$ cat src/include/rsc_defs.svh
// Register offsets, field positions, reset values and timing counts of the reset combiner
`ifndef RSC_DEFS_SVH
`define RSC_DEFS_SVH

// ----------------------------------------
// Register byte offsets
// ----------------------------------------
`define RSC_CAUSE_OFS 8'h00
`define RSC_STATUS_OFS 8'h04
`define RSC_SCOPE_OFS 8'h08
`define RSC_STRETCH_OFS 8'h0c

// ----------------------------------------
// Reset cause bit positions
// ----------------------------------------
`define RSC_BIT_POR 0
`define RSC_BIT_BOR 1
`define RSC_BIT_EXT 2
`define RSC_BIT_SWI 3
`define RSC_BIT_WDT 4
`define RSC_BIT_CFG 5
`define RSC_BIT_TRAP 6
`define RSC_BIT_ILL 7

// ----------------------------------------
// Status bit positions
// ----------------------------------------
`define RSC_ST_OPC 8
`define RSC_ST_UWR 9
`define RSC_ST_SEC 10
`define RSC_ST_MASTER 16
`define RSC_ST_STRETCH 17

// ----------------------------------------
// Reset values and timing
// ----------------------------------------
`define RSC_CAUSE_RST 8'h01
`define RSC_CLK_MHZ 100
`define RSC_STRETCH_NS 100
`define RSC_STRETCH_CYC ((`RSC_STRETCH_NS * `RSC_CLK_MHZ + 999) / 1000)

`endif

$ cat src/include/rsc_pkg.sv
// Types shared by the reset combiner modules
package rsc_pkg;

	// ----------------------------------------
	// Types
	// ----------------------------------------
	typedef logic [7:0] rsc_cause_t;

	typedef enum logic [1:0] {
		RS_HOLD,
		RS_STRETCH,
		RS_RUN
	} rsc_state_t;

endpackage

$ cat src/include/rsc_flag_if.sv
// Interface between the combiner core and the reset cause flag store
`timescale 1ns/1ps
interface rsc_flag_if;
	import rsc_pkg::*;

	logic wr_en;
	rsc_cause_t wr_data;
	rsc_cause_t hw_set;
	rsc_cause_t cause;

	modport ctrl (
		output wr_en,
		output wr_data,
		output hw_set,
		input cause
	);

	modport flags (
		input wr_en,
		input wr_data,
		input hw_set,
		output cause
	);

endinterface

$ cat src/core/rsc_flags.sv
// Sticky reset cause flag store
`timescale 1ns/1ps
`include "rsc_defs.svh"
module rsc_flags
	import rsc_pkg::*;
(
	input wire logic pclk,
	input wire logic presetn,
	rsc_flag_if.flags fl
);

	rsc_cause_t next_cause;

	// ----------------------------------------
	// Software write, then hardware set on top
	// ----------------------------------------
	always_comb begin
		next_cause = fl.cause;
		if (fl.wr_en) begin
			next_cause = fl.wr_data;
		end
		next_cause = next_cause | fl.hw_set;
	end

	always_ff @(posedge pclk or negedge presetn) begin
		if (!presetn) begin
			fl.cause <= `RSC_CAUSE_RST;
		end else begin
			fl.cause <= next_cause;
		end
	end

endmodule

$ cat src/core/rsc_sync.sv
// Three-stage pin synchroniser with agreement filter
`timescale 1ns/1ps
module rsc_sync #(
	parameter int W = 1,
	parameter logic [W-1:0] RST_VAL = '0
) (
	input wire logic pclk,
	input wire logic presetn,
	input wire logic [W-1:0] d,
	output logic [W-1:0] q
);

	logic [W-1:0] s1;
	logic [W-1:0] s2;
	logic [W-1:0] s3;
	logic [W-1:0] next_q;

	// ----------------------------------------
	// Filter: a change counts when stages two and three agree
	// ----------------------------------------
	always_comb begin
		for (int i = 0; i < W; i++) begin
			next_q[i] = (s2[i] == s3[i]) ? s3[i] : q[i];
		end
	end

	always_ff @(posedge pclk or negedge presetn) begin
		if (!presetn) begin
			s1 <= RST_VAL;
			s2 <= RST_VAL;
			s3 <= RST_VAL;
			q <= RST_VAL;
		end else begin
			s1 <= d;
			s2 <= s1;
			s3 <= s2;
			q <= next_q;
		end
	end

endmodule

$ cat src/core/rsc_top.sv
// Reset source combiner: master reset generation, cause flags and APB registers
`timescale 1ns/1ps
`include "rsc_defs.svh"

module rsc_top
	import rsc_pkg::*;
#(
	parameter int ADDR_W = 8,
	parameter int N_PERIPH = 8,
	parameter int STRETCH_W = 8
) (
	input wire logic pclk,
	input wire logic presetn,
	input wire logic psel,
	input wire logic penable,
	input wire logic pwrite,
	input wire logic [ADDR_W-1:0] paddr,
	input wire logic [31:0] pwdata,
	output logic [31:0] prdata,
	output logic pready,
	output logic pslverr,
	input wire logic brown_out_reset,
	input wire logic external_clear_pin_reset_n,
	input wire logic software_instruction_reset,
	input wire logic watchdog_timeout_reset,
	input wire logic config_mismatch_reset,
	input wire logic trap_conflict_reset,
	input wire logic illegal_opcode_reset,
	input wire logic uninit_wreg_reset,
	input wire logic security_reset,
	output logic master_system_reset,
	output logic cpu_reset,
	output logic [N_PERIPH-1:0] periph_reset
);

	// ----------------------------------------
	// Elaboration checks
	// ----------------------------------------
	if (ADDR_W < 4 || ADDR_W > 32) begin : g_bad_addr
		$error("rsc_top: ADDR_W must be 4 to 32");
	end
	if (N_PERIPH < 1 || N_PERIPH > 32) begin : g_bad_periph
		$error("rsc_top: N_PERIPH must be 1 to 32");
	end
	if (STRETCH_W < 1 || STRETCH_W > 32) begin : g_bad_stretch
		$error("rsc_top: STRETCH_W must be 1 to 32");
	end
	if (`RSC_STRETCH_CYC >= (64'h1 << STRETCH_W)) begin : g_bad_cyc
		$error("rsc_top: STRETCH_W too small for default stretch");
	end

	// ----------------------------------------
	// Declarations
	// ----------------------------------------
	localparam logic [STRETCH_W-1:0] STRETCH_RST = STRETCH_W'(`RSC_STRETCH_CYC);
	localparam logic [N_PERIPH-1:0] SCOPE_RST = '1;

	rsc_flag_if fl ();

	logic [1:0] pin_raw;
	logic [1:0] pin_sync;
	logic bor_live;
	logic ext_live;
	logic ill_live;
	rsc_cause_t src_live;
	logic any_src;

	rsc_state_t state;
	rsc_state_t next_state;
	logic [STRETCH_W-1:0] cnt;
	logic [STRETCH_W-1:0] next_cnt;
	logic next_master;
	logic [N_PERIPH-1:0] next_periph;

	logic [N_PERIPH-1:0] scope;
	logic [N_PERIPH-1:0] next_scope;
	logic [STRETCH_W-1:0] stretch;
	logic [STRETCH_W-1:0] next_stretch;

	logic access_wait;
	logic access_done;
	logic wr_done;
	logic mapped;
	logic [31:0] rdata;
	logic [31:0] status_word;
	logic [31:0] next_prdata;
	logic next_pready;
	logic next_pslverr;
	logic hit_cause;
	logic hit_status;
	logic hit_scope;
	logic hit_stretch;

	// ----------------------------------------
	// Address decode
	// ----------------------------------------
	function automatic logic addr_hit(input logic [ADDR_W-1:0] a, input logic [7:0] ofs);
		addr_hit = (a == ADDR_W'(ofs));
	endfunction

	// ----------------------------------------
	// Register select
	// ----------------------------------------
	always_comb begin
		hit_cause = addr_hit(paddr, `RSC_CAUSE_OFS);
		hit_status = addr_hit(paddr, `RSC_STATUS_OFS);
		hit_scope = addr_hit(paddr, `RSC_SCOPE_OFS);
		hit_stretch = addr_hit(paddr, `RSC_STRETCH_OFS);
		mapped = hit_cause || hit_status || hit_scope || hit_stretch;
	end

	// ----------------------------------------
	// Pin sources through synchroniser
	// ----------------------------------------
	assign pin_raw = {external_clear_pin_reset_n, brown_out_reset};

	rsc_sync #(
		.W(2),
		.RST_VAL(2'b10)
	) u_pin_sync (
		.pclk(pclk),
		.presetn(presetn),
		.d(pin_raw),
		.q(pin_sync)
	);

	// ----------------------------------------
	// Source gathering
	// ----------------------------------------
	always_comb begin
		bor_live = pin_sync[0];
		ext_live = ~pin_sync[1];
		ill_live = illegal_opcode_reset | uninit_wreg_reset | security_reset;
		src_live = '0;
		src_live[`RSC_BIT_BOR] = bor_live;
		src_live[`RSC_BIT_EXT] = ext_live;
		src_live[`RSC_BIT_SWI] = software_instruction_reset;
		src_live[`RSC_BIT_WDT] = watchdog_timeout_reset;
		src_live[`RSC_BIT_CFG] = config_mismatch_reset;
		src_live[`RSC_BIT_TRAP] = trap_conflict_reset;
		src_live[`RSC_BIT_ILL] = ill_live;
		any_src = |src_live;
	end

	// ----------------------------------------
	// Cause flag store
	// ----------------------------------------
	assign fl.hw_set = src_live;
	assign fl.wr_en = wr_done && hit_cause;
	assign fl.wr_data = pwdata[7:0];

	rsc_flags u_flags (
		.pclk(pclk),
		.presetn(presetn),
		.fl(fl.flags)
	);

	// ----------------------------------------
	// Master reset sequencer
	// ----------------------------------------
	always_comb begin
		next_state = state;
		next_cnt = cnt;
		unique case (state)
			RS_HOLD: begin
				if (!any_src) begin
					next_state = RS_STRETCH;
					next_cnt = stretch;
				end
			end
			RS_STRETCH: begin
				if (any_src) begin
					next_state = RS_HOLD;
				end else if (cnt == '0) begin
					next_state = RS_RUN;
				end else begin
					next_cnt = cnt - 1'b1;
				end
			end
			RS_RUN: begin
				if (any_src) begin
					next_state = RS_HOLD;
				end
			end
			default: begin
				next_state = RS_HOLD;
			end
		endcase
	end

	always_ff @(posedge pclk or negedge presetn) begin
		if (!presetn) begin
			state <= RS_HOLD;
			cnt <= '0;
		end else begin
			state <= next_state;
			cnt <= next_cnt;
		end
	end

	// ----------------------------------------
	// Reset outputs
	// ----------------------------------------
	always_comb begin
		next_master = (next_state != RS_RUN);
		next_periph = {N_PERIPH{next_master}} & scope;
	end

	always_ff @(posedge pclk or negedge presetn) begin
		if (!presetn) begin
			master_system_reset <= 1'b1;
			cpu_reset <= 1'b1;
			periph_reset <= SCOPE_RST;
		end else begin
			master_system_reset <= next_master;
			cpu_reset <= next_master;
			periph_reset <= next_periph;
		end
	end

	// ----------------------------------------
	// Control registers, kept through master reset
	// ----------------------------------------
	always_comb begin
		next_scope = scope;
		next_stretch = stretch;
		if (wr_done && hit_scope) begin
			next_scope = pwdata[N_PERIPH-1:0];
		end
		if (wr_done && hit_stretch) begin
			next_stretch = pwdata[STRETCH_W-1:0];
		end
	end

	always_ff @(posedge pclk or negedge presetn) begin
		if (!presetn) begin
			scope <= SCOPE_RST;
			stretch <= STRETCH_RST;
		end else begin
			scope <= next_scope;
			stretch <= next_stretch;
		end
	end

	// ----------------------------------------
	// Status word
	// ----------------------------------------
	always_comb begin
		status_word = '0;
		status_word[7:0] = src_live;
		status_word[`RSC_ST_OPC] = illegal_opcode_reset;
		status_word[`RSC_ST_UWR] = uninit_wreg_reset;
		status_word[`RSC_ST_SEC] = security_reset;
		status_word[`RSC_ST_MASTER] = master_system_reset;
		status_word[`RSC_ST_STRETCH] = (state == RS_STRETCH);
	end

	// ----------------------------------------
	// Read data select
	// ----------------------------------------
	always_comb begin
		rdata = '0;
		if (hit_cause) begin
			rdata[7:0] = fl.cause;
		end else if (hit_status) begin
			rdata = status_word;
		end else if (hit_scope) begin
			rdata[N_PERIPH-1:0] = scope;
		end else if (hit_stretch) begin
			rdata[STRETCH_W-1:0] = stretch;
		end
	end

	// ----------------------------------------
	// APB slave
	// ----------------------------------------
	always_comb begin
		access_wait = psel && penable && !pready;
		access_done = psel && penable && pready;
		wr_done = access_done && pwrite && !pslverr;
		next_pready = access_wait;
		next_pslverr = access_wait && !mapped;
		next_prdata = (access_wait && !pwrite) ? rdata : 32'h0000_0000;
	end

	always_ff @(posedge pclk or negedge presetn) begin
		if (!presetn) begin
			pready <= 1'b0;
			pslverr <= 1'b0;
			prdata <= 32'h0000_0000;
		end else begin
			pready <= next_pready;
			pslverr <= next_pslverr;
			prdata <= next_prdata;
		end
	end

endmodule

$ cat config.mk
export PLATFORM = sky130hd
export DESIGN_NAME = rsc_top
export DESIGN_NICKNAME = d
export VERILOG_FILES = /design/src/include/rsc_pkg.sv /design/src/include/rsc_flag_if.sv /design/src/core/rsc_flags.sv /design/src/core/rsc_sync.sv /design/src/core/rsc_top.sv
export VERILOG_INCLUDE_DIRS = /design/src /design/src/include
export SDC_FILE = /design/constraint.sdc
export NUM_CORES = 1
export LEC_CHECK = 0
export BUFFER_PORTS_ARGS = -buffer_cell sky130_fd_sc_hd__buf_4
export CORE_ASPECT_RATIO = 0.7
export CORE_MARGIN = 10
export CORE_UTILIZATION = 35
export CTS_CLUSTER_DIAMETER = 60
export DETAILED_ROUTE_END_ITERATION = 7
export PLACE_DENSITY = 0.69
export SYNTH_ARGS = -nofsm -noshare
export SYNTH_HDL_FRONTEND = slang
export SYNTH_SLANG_ARGS = --single-unit
$ cat constraint.sdc
create_clock -name pclk -period 1.9 [get_ports pclk]
set_clock_uncertainty 0.2 [all_clocks]
set_input_delay 0.19 -clock pclk [delete_from_list [all_inputs] [get_ports pclk]]
set_output_delay 0.19 -clock pclk [all_outputs]
set_load 0.01 [all_outputs]
After elaboration in Yosys (flattened, before gate mapping)
Index checks and enable logic that the tools add are counted.
Widths: inputs -> output; s select.
{"block": "classes", "n_addsub": 1, "reduce_logical": 23, "mux": 17, "eq_ne": 11, "bitwise_logic": 5}
{"cell": "$mux 8", "n": 8}
{"cell": "$mux 32", "n": 1}
{"cell": "$mux 24", "n": 1}
{"cell": "$eq 8x4->1 const B", "n": 2}
{"cell": "$logic_not 8->1", "n": 2}
{"cell": "$pmux 8 s2", "n": 1}
{"cell": "$logic_and 1x1->1", "n": 10}
{"cell": "$mux 10", "n": 1}
{"cell": "$and 8x8->8", "n": 1}
{"cell": "$eq 8x3->1 const B", "n": 1}
{"cell": "$mux 2", "n": 4}
{"cell": "$ne 2x2->1 const B", "n": 4}
{"cell": "$or 8x8->8", "n": 1}
{"cell": "$sub 8x1->8 const B", "n": 1}
{"cell": "$reduce_or 7->1", "n": 1}
{"cell": "$pmux 2 s3", "n": 1}
{"cell": "$logic_not 1->1", "n": 4}
{"cell": "$reduce_and 4->1", "n": 1}
{"cell": "$logic_or 1x1->1", "n": 3}
{"cell": "$eq 1x1->1", "n": 2}
{"cell": "$eq 2x1->1 const B", "n": 1}
{"cell": "$eq 2x2->1 const B", "n": 1}
{"cell": "$logic_not 2->1", "n": 1}
{"cell": "$or 1x1->1", "n": 2}
{"cell": "2 further kinds", "n": 2}
{"block": "word_totals", "regBits": 85, "input_bits": 54, "output_inout_bits": 44, "elab_cells": 72}

Logic depth before layout (Yosys ltp)
{"block": "depth", "word_depth": 7, "ltp_mapped": 7, "depth_no_buf": 6}

Cells and area by module
A second synthesis with hierarchy kept.
{"block": "unflattened", "hier_cells": 251, "hier_area_um2": 3019.1}
{"module": "rsc_top", "seq_area_each_um2": 1275.0, "n_inst": 1, "area_per_inst_um2": 2451.1, "cells_per_inst": 216}
{"module": "rsc_flags", "seq_area_each_um2": 201.4, "n_inst": 1, "area_per_inst_um2": 340.3, "cells_per_inst": 25}
{"module": "rsc_sync", "seq_area_each_um2": 205.2, "n_inst": 1, "area_per_inst_um2": 227.7, "cells_per_inst": 10}

Least setup slack after synthesis
No wires, ideal clock.
{"block": "synth_path", "kind": "reg2reg", "startpoint": "register pslverr", "endpoint": "register u_flags.fl.cause[0]", "setup_time_ns": 0.082, "path_buffers": 1, "t_arrival_ns": 1.618, "stages_incl_launch_ff": 5, "slack_ns": -0.001, "period_less_slack_ns": 1.901, "required_time_ns": 1.618, "path_cell_list": "dfrtp_1 -> or4_1 -> clkbuf_1 -> nor2_2 -> mux2_2"}
{"block": "synth_via", "elab_chain_cells": 5}
{"element": "from (decl)", "line": "rsc_top.sv:21", "rtl": "output logic pslverr,"}
{"element": "from (signal assigned)", "line": "rsc_top.sv:293", "rtl": "pslverr <= next_pslverr;"}
{"element": "$logic_not 1->1", "line": "rsc_top.sv:280", "rtl": "wr_done = access_done && pwrite && !pslverr;"}
{"element": "$logic_and 1x1->1", "line": "rsc_top.sv:280"}
{"element": "$logic_and 1x1->1", "line": "rsc_top.sv:149", "rtl": "assign fl.wr_en = wr_done && hit_cause;"}
{"element": "$mux 8", "line": "rsc_flags.sv:19", "rtl": "if (fl.wr_en) begin"}
{"element": "$or 8x8->8", "line": "rsc_flags.sv:22", "rtl": "next_cause = next_cause | fl.hw_set;"}
{"element": "to (signal assigned)", "line": "rsc_flags.sv:27", "rtl": "fl.cause <= `RSC_CAUSE_RST;"}
{"element": "to (signal assigned)", "line": "rsc_flags.sv:29", "rtl": "fl.cause <= next_cause;"}
{"element": "to (decl)", "line": "rsc_flag_if.sv:22", "rtl": "output cause"}
Every way passes these cells.
A chain may end at the register's enable or synchronous reset.

Final worst setup path
{"block": "layout_path", "startpoint": "register pready", "endpoint": "register prdata[6]"}
{"block": "layout_via", "elab_chain_cells": 4}
{"element": "from (decl)", "line": "rsc_top.sv:20", "rtl": "output logic pready,"}
{"element": "from (signal assigned)", "line": "rsc_top.sv:292", "rtl": "pready <= next_pready;"}
{"element": "$logic_not 1->1", "line": "rsc_top.sv:278", "rtl": "access_wait = psel && penable && !pready;"}
{"element": "$logic_and 1x1->1", "line": "rsc_top.sv:278"}
{"element": "$logic_and 1x1->1", "line": "rsc_top.sv:283", "rtl": "next_prdata = (access_wait && !pwrite) ? rdata : 32'h0000_0000;"}
{"element": "$mux 32", "line": "rsc_top.sv:283"}
{"element": "via next_prdata[6]", "line": "rsc_top.sv:86", "rtl": "logic [31:0] next_prdata;"}
{"element": "to (signal assigned)", "line": "rsc_top.sv:294", "rtl": "prdata <= next_prdata;"}
{"element": "to (decl)", "line": "rsc_top.sv:19", "rtl": "output logic [31:0] prdata,"}
The timed path passes the listed nets, and every way through them passes these cells.

==> flow_summary.ini <==
[cts]
clk_pin_slew_ps = 50
clock_latency_at_the_later_pin_of_the_worst_skew_pair_ps = 330
cts_root_buffer = clkbuf_16
cts_buffers = 9
sinks_on_clock_net = 66
htree_levels = 3
clock_tree_from_tritoncts = built
clock_path_buffers = 2

[drt]
drc = 0
total_number_of_vias = 2294
post_drt_wl_per_cell_um = 16.6
antenna_violating_nets_post_route = 0
drtIter0Drc = 154
vias_per_cell = 4.76
postRouteWirelength_mm = 8.00
dr.pass1.iters = 5

[worst_setup_path]
cp_data_required_time_ps = 1900
cp_cell_sequence = buf_4, nor4bb_4, nand3_2, buf_4, a221oi_1
worstSetupPathType = reg -> reg
r2r_end = prdata[6]
capturing_element_type_of_the_critical_path = register
critPathLaunchType = register
slowest_stage = dfrtp_1
timing.reg2reg.worst_path_depth = 5
worst-endpoint-arrival_ps = 1850
reg2reg_from = pready
critical-path-top-cell-by-count = buf_4
ff2ff_setup_slack_ps = 40
worst-path-max-fanout = 4
biggest_cell_delay_along_the_critical_path_ps = 380

[pwr]
power.total_mw = 3.15
peakVddDrop_mv = 0.486
switching_share_pct = 22.0
combPwrFrac_pct = 7.7
cell_internal_pwr_mw = 2.46
total_leakage_power_nw = 1.94
power.share.sequential_pct = 46.0
power.density_cell_area_nw_per_um2 = 742
p_sw_mw = 0.692
share_clk_of_total_power_pct = 46.4

[synthesis]
synth.top_cells.by_count = 42 x dfrtp_1, 24 x dfstp_2, 20 x buf_4, 17 x mux2_2, 15 x o21ai_0
synth-async-reset-ratio_pct = 100
synth_enable_flop_cells = 0
ys.flop_type = dfrtp_1
synth_largest_area_cell = dfrtp_1
synth-seq-cells = 66
synthDistinctLibCells = 46
synthesis.area_um2 = 3020
ys.warnings.count = 0
netlist_instances = 254
post_synth_main_area_contributors = dfrtp_1 35%, dfstp_2 21%, mux2_2 6.3%, buf_4 5.0%, mux2i_1 4.6%
synth.most_common_cell = dfrtp_1
synth_top_area_share_pct = 34.8
synth.avg_cell_area_um2 = 11.9
synth_sequential_area_ratio_pct = 55.6

[timing]
finalMaxSlewViolations = 0
report.final.setup_viol = 0
finalCriticalPeriod_ps = 1860
max_freq_ghz = 0.539
grt_setup_unrepaired = yes
post-route-period-util_pct = 97.7
hold_viol = 0

[placed_design]
place.detailed.hpwl_mm = 5.64
gp_congestion = 0.860
port_buffers = 54
post-place-cells = 446

[status]
run_status = finished, final reports clean

[final_layout]
fillCellCount = 758
fraction_of_final_layout_cells_with_drive_strength_greater_than_1_pct = 43.1
areaGrowthSynthToFinish_pct = 40.6
layout.core_utilization_pct = 50.3
final_net_count = 414
finish.cell_count_without_fillers = 482
insertedDiodeCount = 0

[worst_hold_path]
timing.hold.worst.start = penable
min_path_cells = 4
whs_endpoint = pready
hold_crit_class = in -> reg

[grt]
first_global_vias = 2370
grt_first_pass_wirelength_mm = 12.7
grt_max_degree = 35
gr-total-overflow = 0
antenna_found_initial = 0
global_route.usage.total_pct = 12.9

[die]
design.core.area_um2 = 8440
floorplan.initialDensity_pct = 35.8
fp.dieH_um = 97.8
number_of_cell_rows = 28
io_pins = 98
dieWidth_um = 131
die_area_um2 = 12800

[flow_run]
reported_max_cap_violation_count = 0
-- final cells by class --
| class | instances | area (um2) | share of cell area [%] |
|---|---|---|---|
| clock buffers | 15 | 258 | 6.07 |
| inverters | 7 | 26.3 | 0.618 |
| multi-input cells | 170 | 1290 | 30.4 |
| flip-flops and latches | 66 | 1680 | 39.6 |
| well taps | 120 | 150 | 3.53 |
| repair buffers | 104 | 843 | 19.8 |
-- kinds of logic after synthesis --
logic type,share of synthesized area (%)
and+or+nand+nor,14.0
buffers and inverters,7.33
muxes,11.0
adders and majority gates,1.49
DFF,55.6
AOI/OAI and AO/OA,10.4
other,0.124
-- placed cells by master, fill, tap and decap left out, drive strengths merged, types with 8 or more instances in the layout --
cell type / count
buf: 84
dfrtp: 42
dfstp: 24
dlygate4sd3: 20
conb: 19
mux2: 17
o21ai: 15
clkbuf: 15
mux2i: 14
nor2: 12
nor2b: 9
a21oi: 9
nor3: 8
-- power by group through the flow --
stage               combinational [mW]  sequential (mW)  clock [mW]
floorplan                       0.0985             1.47           0
global placement                 0.196             1.47           0
detailed placement               0.199             1.47           0
CTS                              0.234             1.45        1.49
global route                     0.268             1.45        1.56
finish                           0.242             1.45        1.46
-- through the flow --
step           hold WS (ps)  setup WS (ps)  area [um2]  TNS [ps]
2_1_floorplan          -306           2.32        3090         0
3_5_place_dp          -37.1           -181        3680     -1460
6_report               21.2           44.3        4250         0
4_1_cts                11.5           4.98        4150         0
5_1_grt                38.1          -4.12        4250     -8.15
3_3_place_gp          -39.7           -161        3680     -1290
-- critical path: cells and delay by family, from the launching register on --
family,cells,cell delay (ps)
compound gates,1,320
simple gates,2,470
buf+inv,2,350
flops,1,380
-- registers in the layout, summed over array words and instances, names as in the netlist, 8 cells and up --
signal            flops
u_flags.fl.cause      8
stretch               8
prdata               13
cnt                   8
periph_reset          8
scope                 8
-- per-layer routing --
metal  up-vias  GRT usage, %  wire (um)
met5         -             0          0
met4         0          3.50        110
met3        12          5.46        479
met2        58          19.3       3710
met1      1138          16.6       3700
li1       1086             -          -
-- repair_timing --
action,in CTS,in global routing
hold endpoints to repair,81,0
pin swaps,0,1
buffers inserted,0,1
resized for setup,3,19
hold buffers,20,0
endpoints found under the setup margin,3,14
-- worst max path at each step --
stage	start	to	slack, ps	cells past startpoint
2_1_floorplan	pslverr	u_flags.fl.cause[0]	2	4
3_3_place_gp	paddr[1]	stretch[6]	-160	6
3_5_place_dp	paddr[1]	stretch[6]	-180	6
4_1_cts	cnt[1]	cnt[2]	5	6
5_1_grt	cnt[0]	cnt[0]	-4	6
6_report	pready	prdata[6]	40	5
Power figures use the tool's default switching activity.
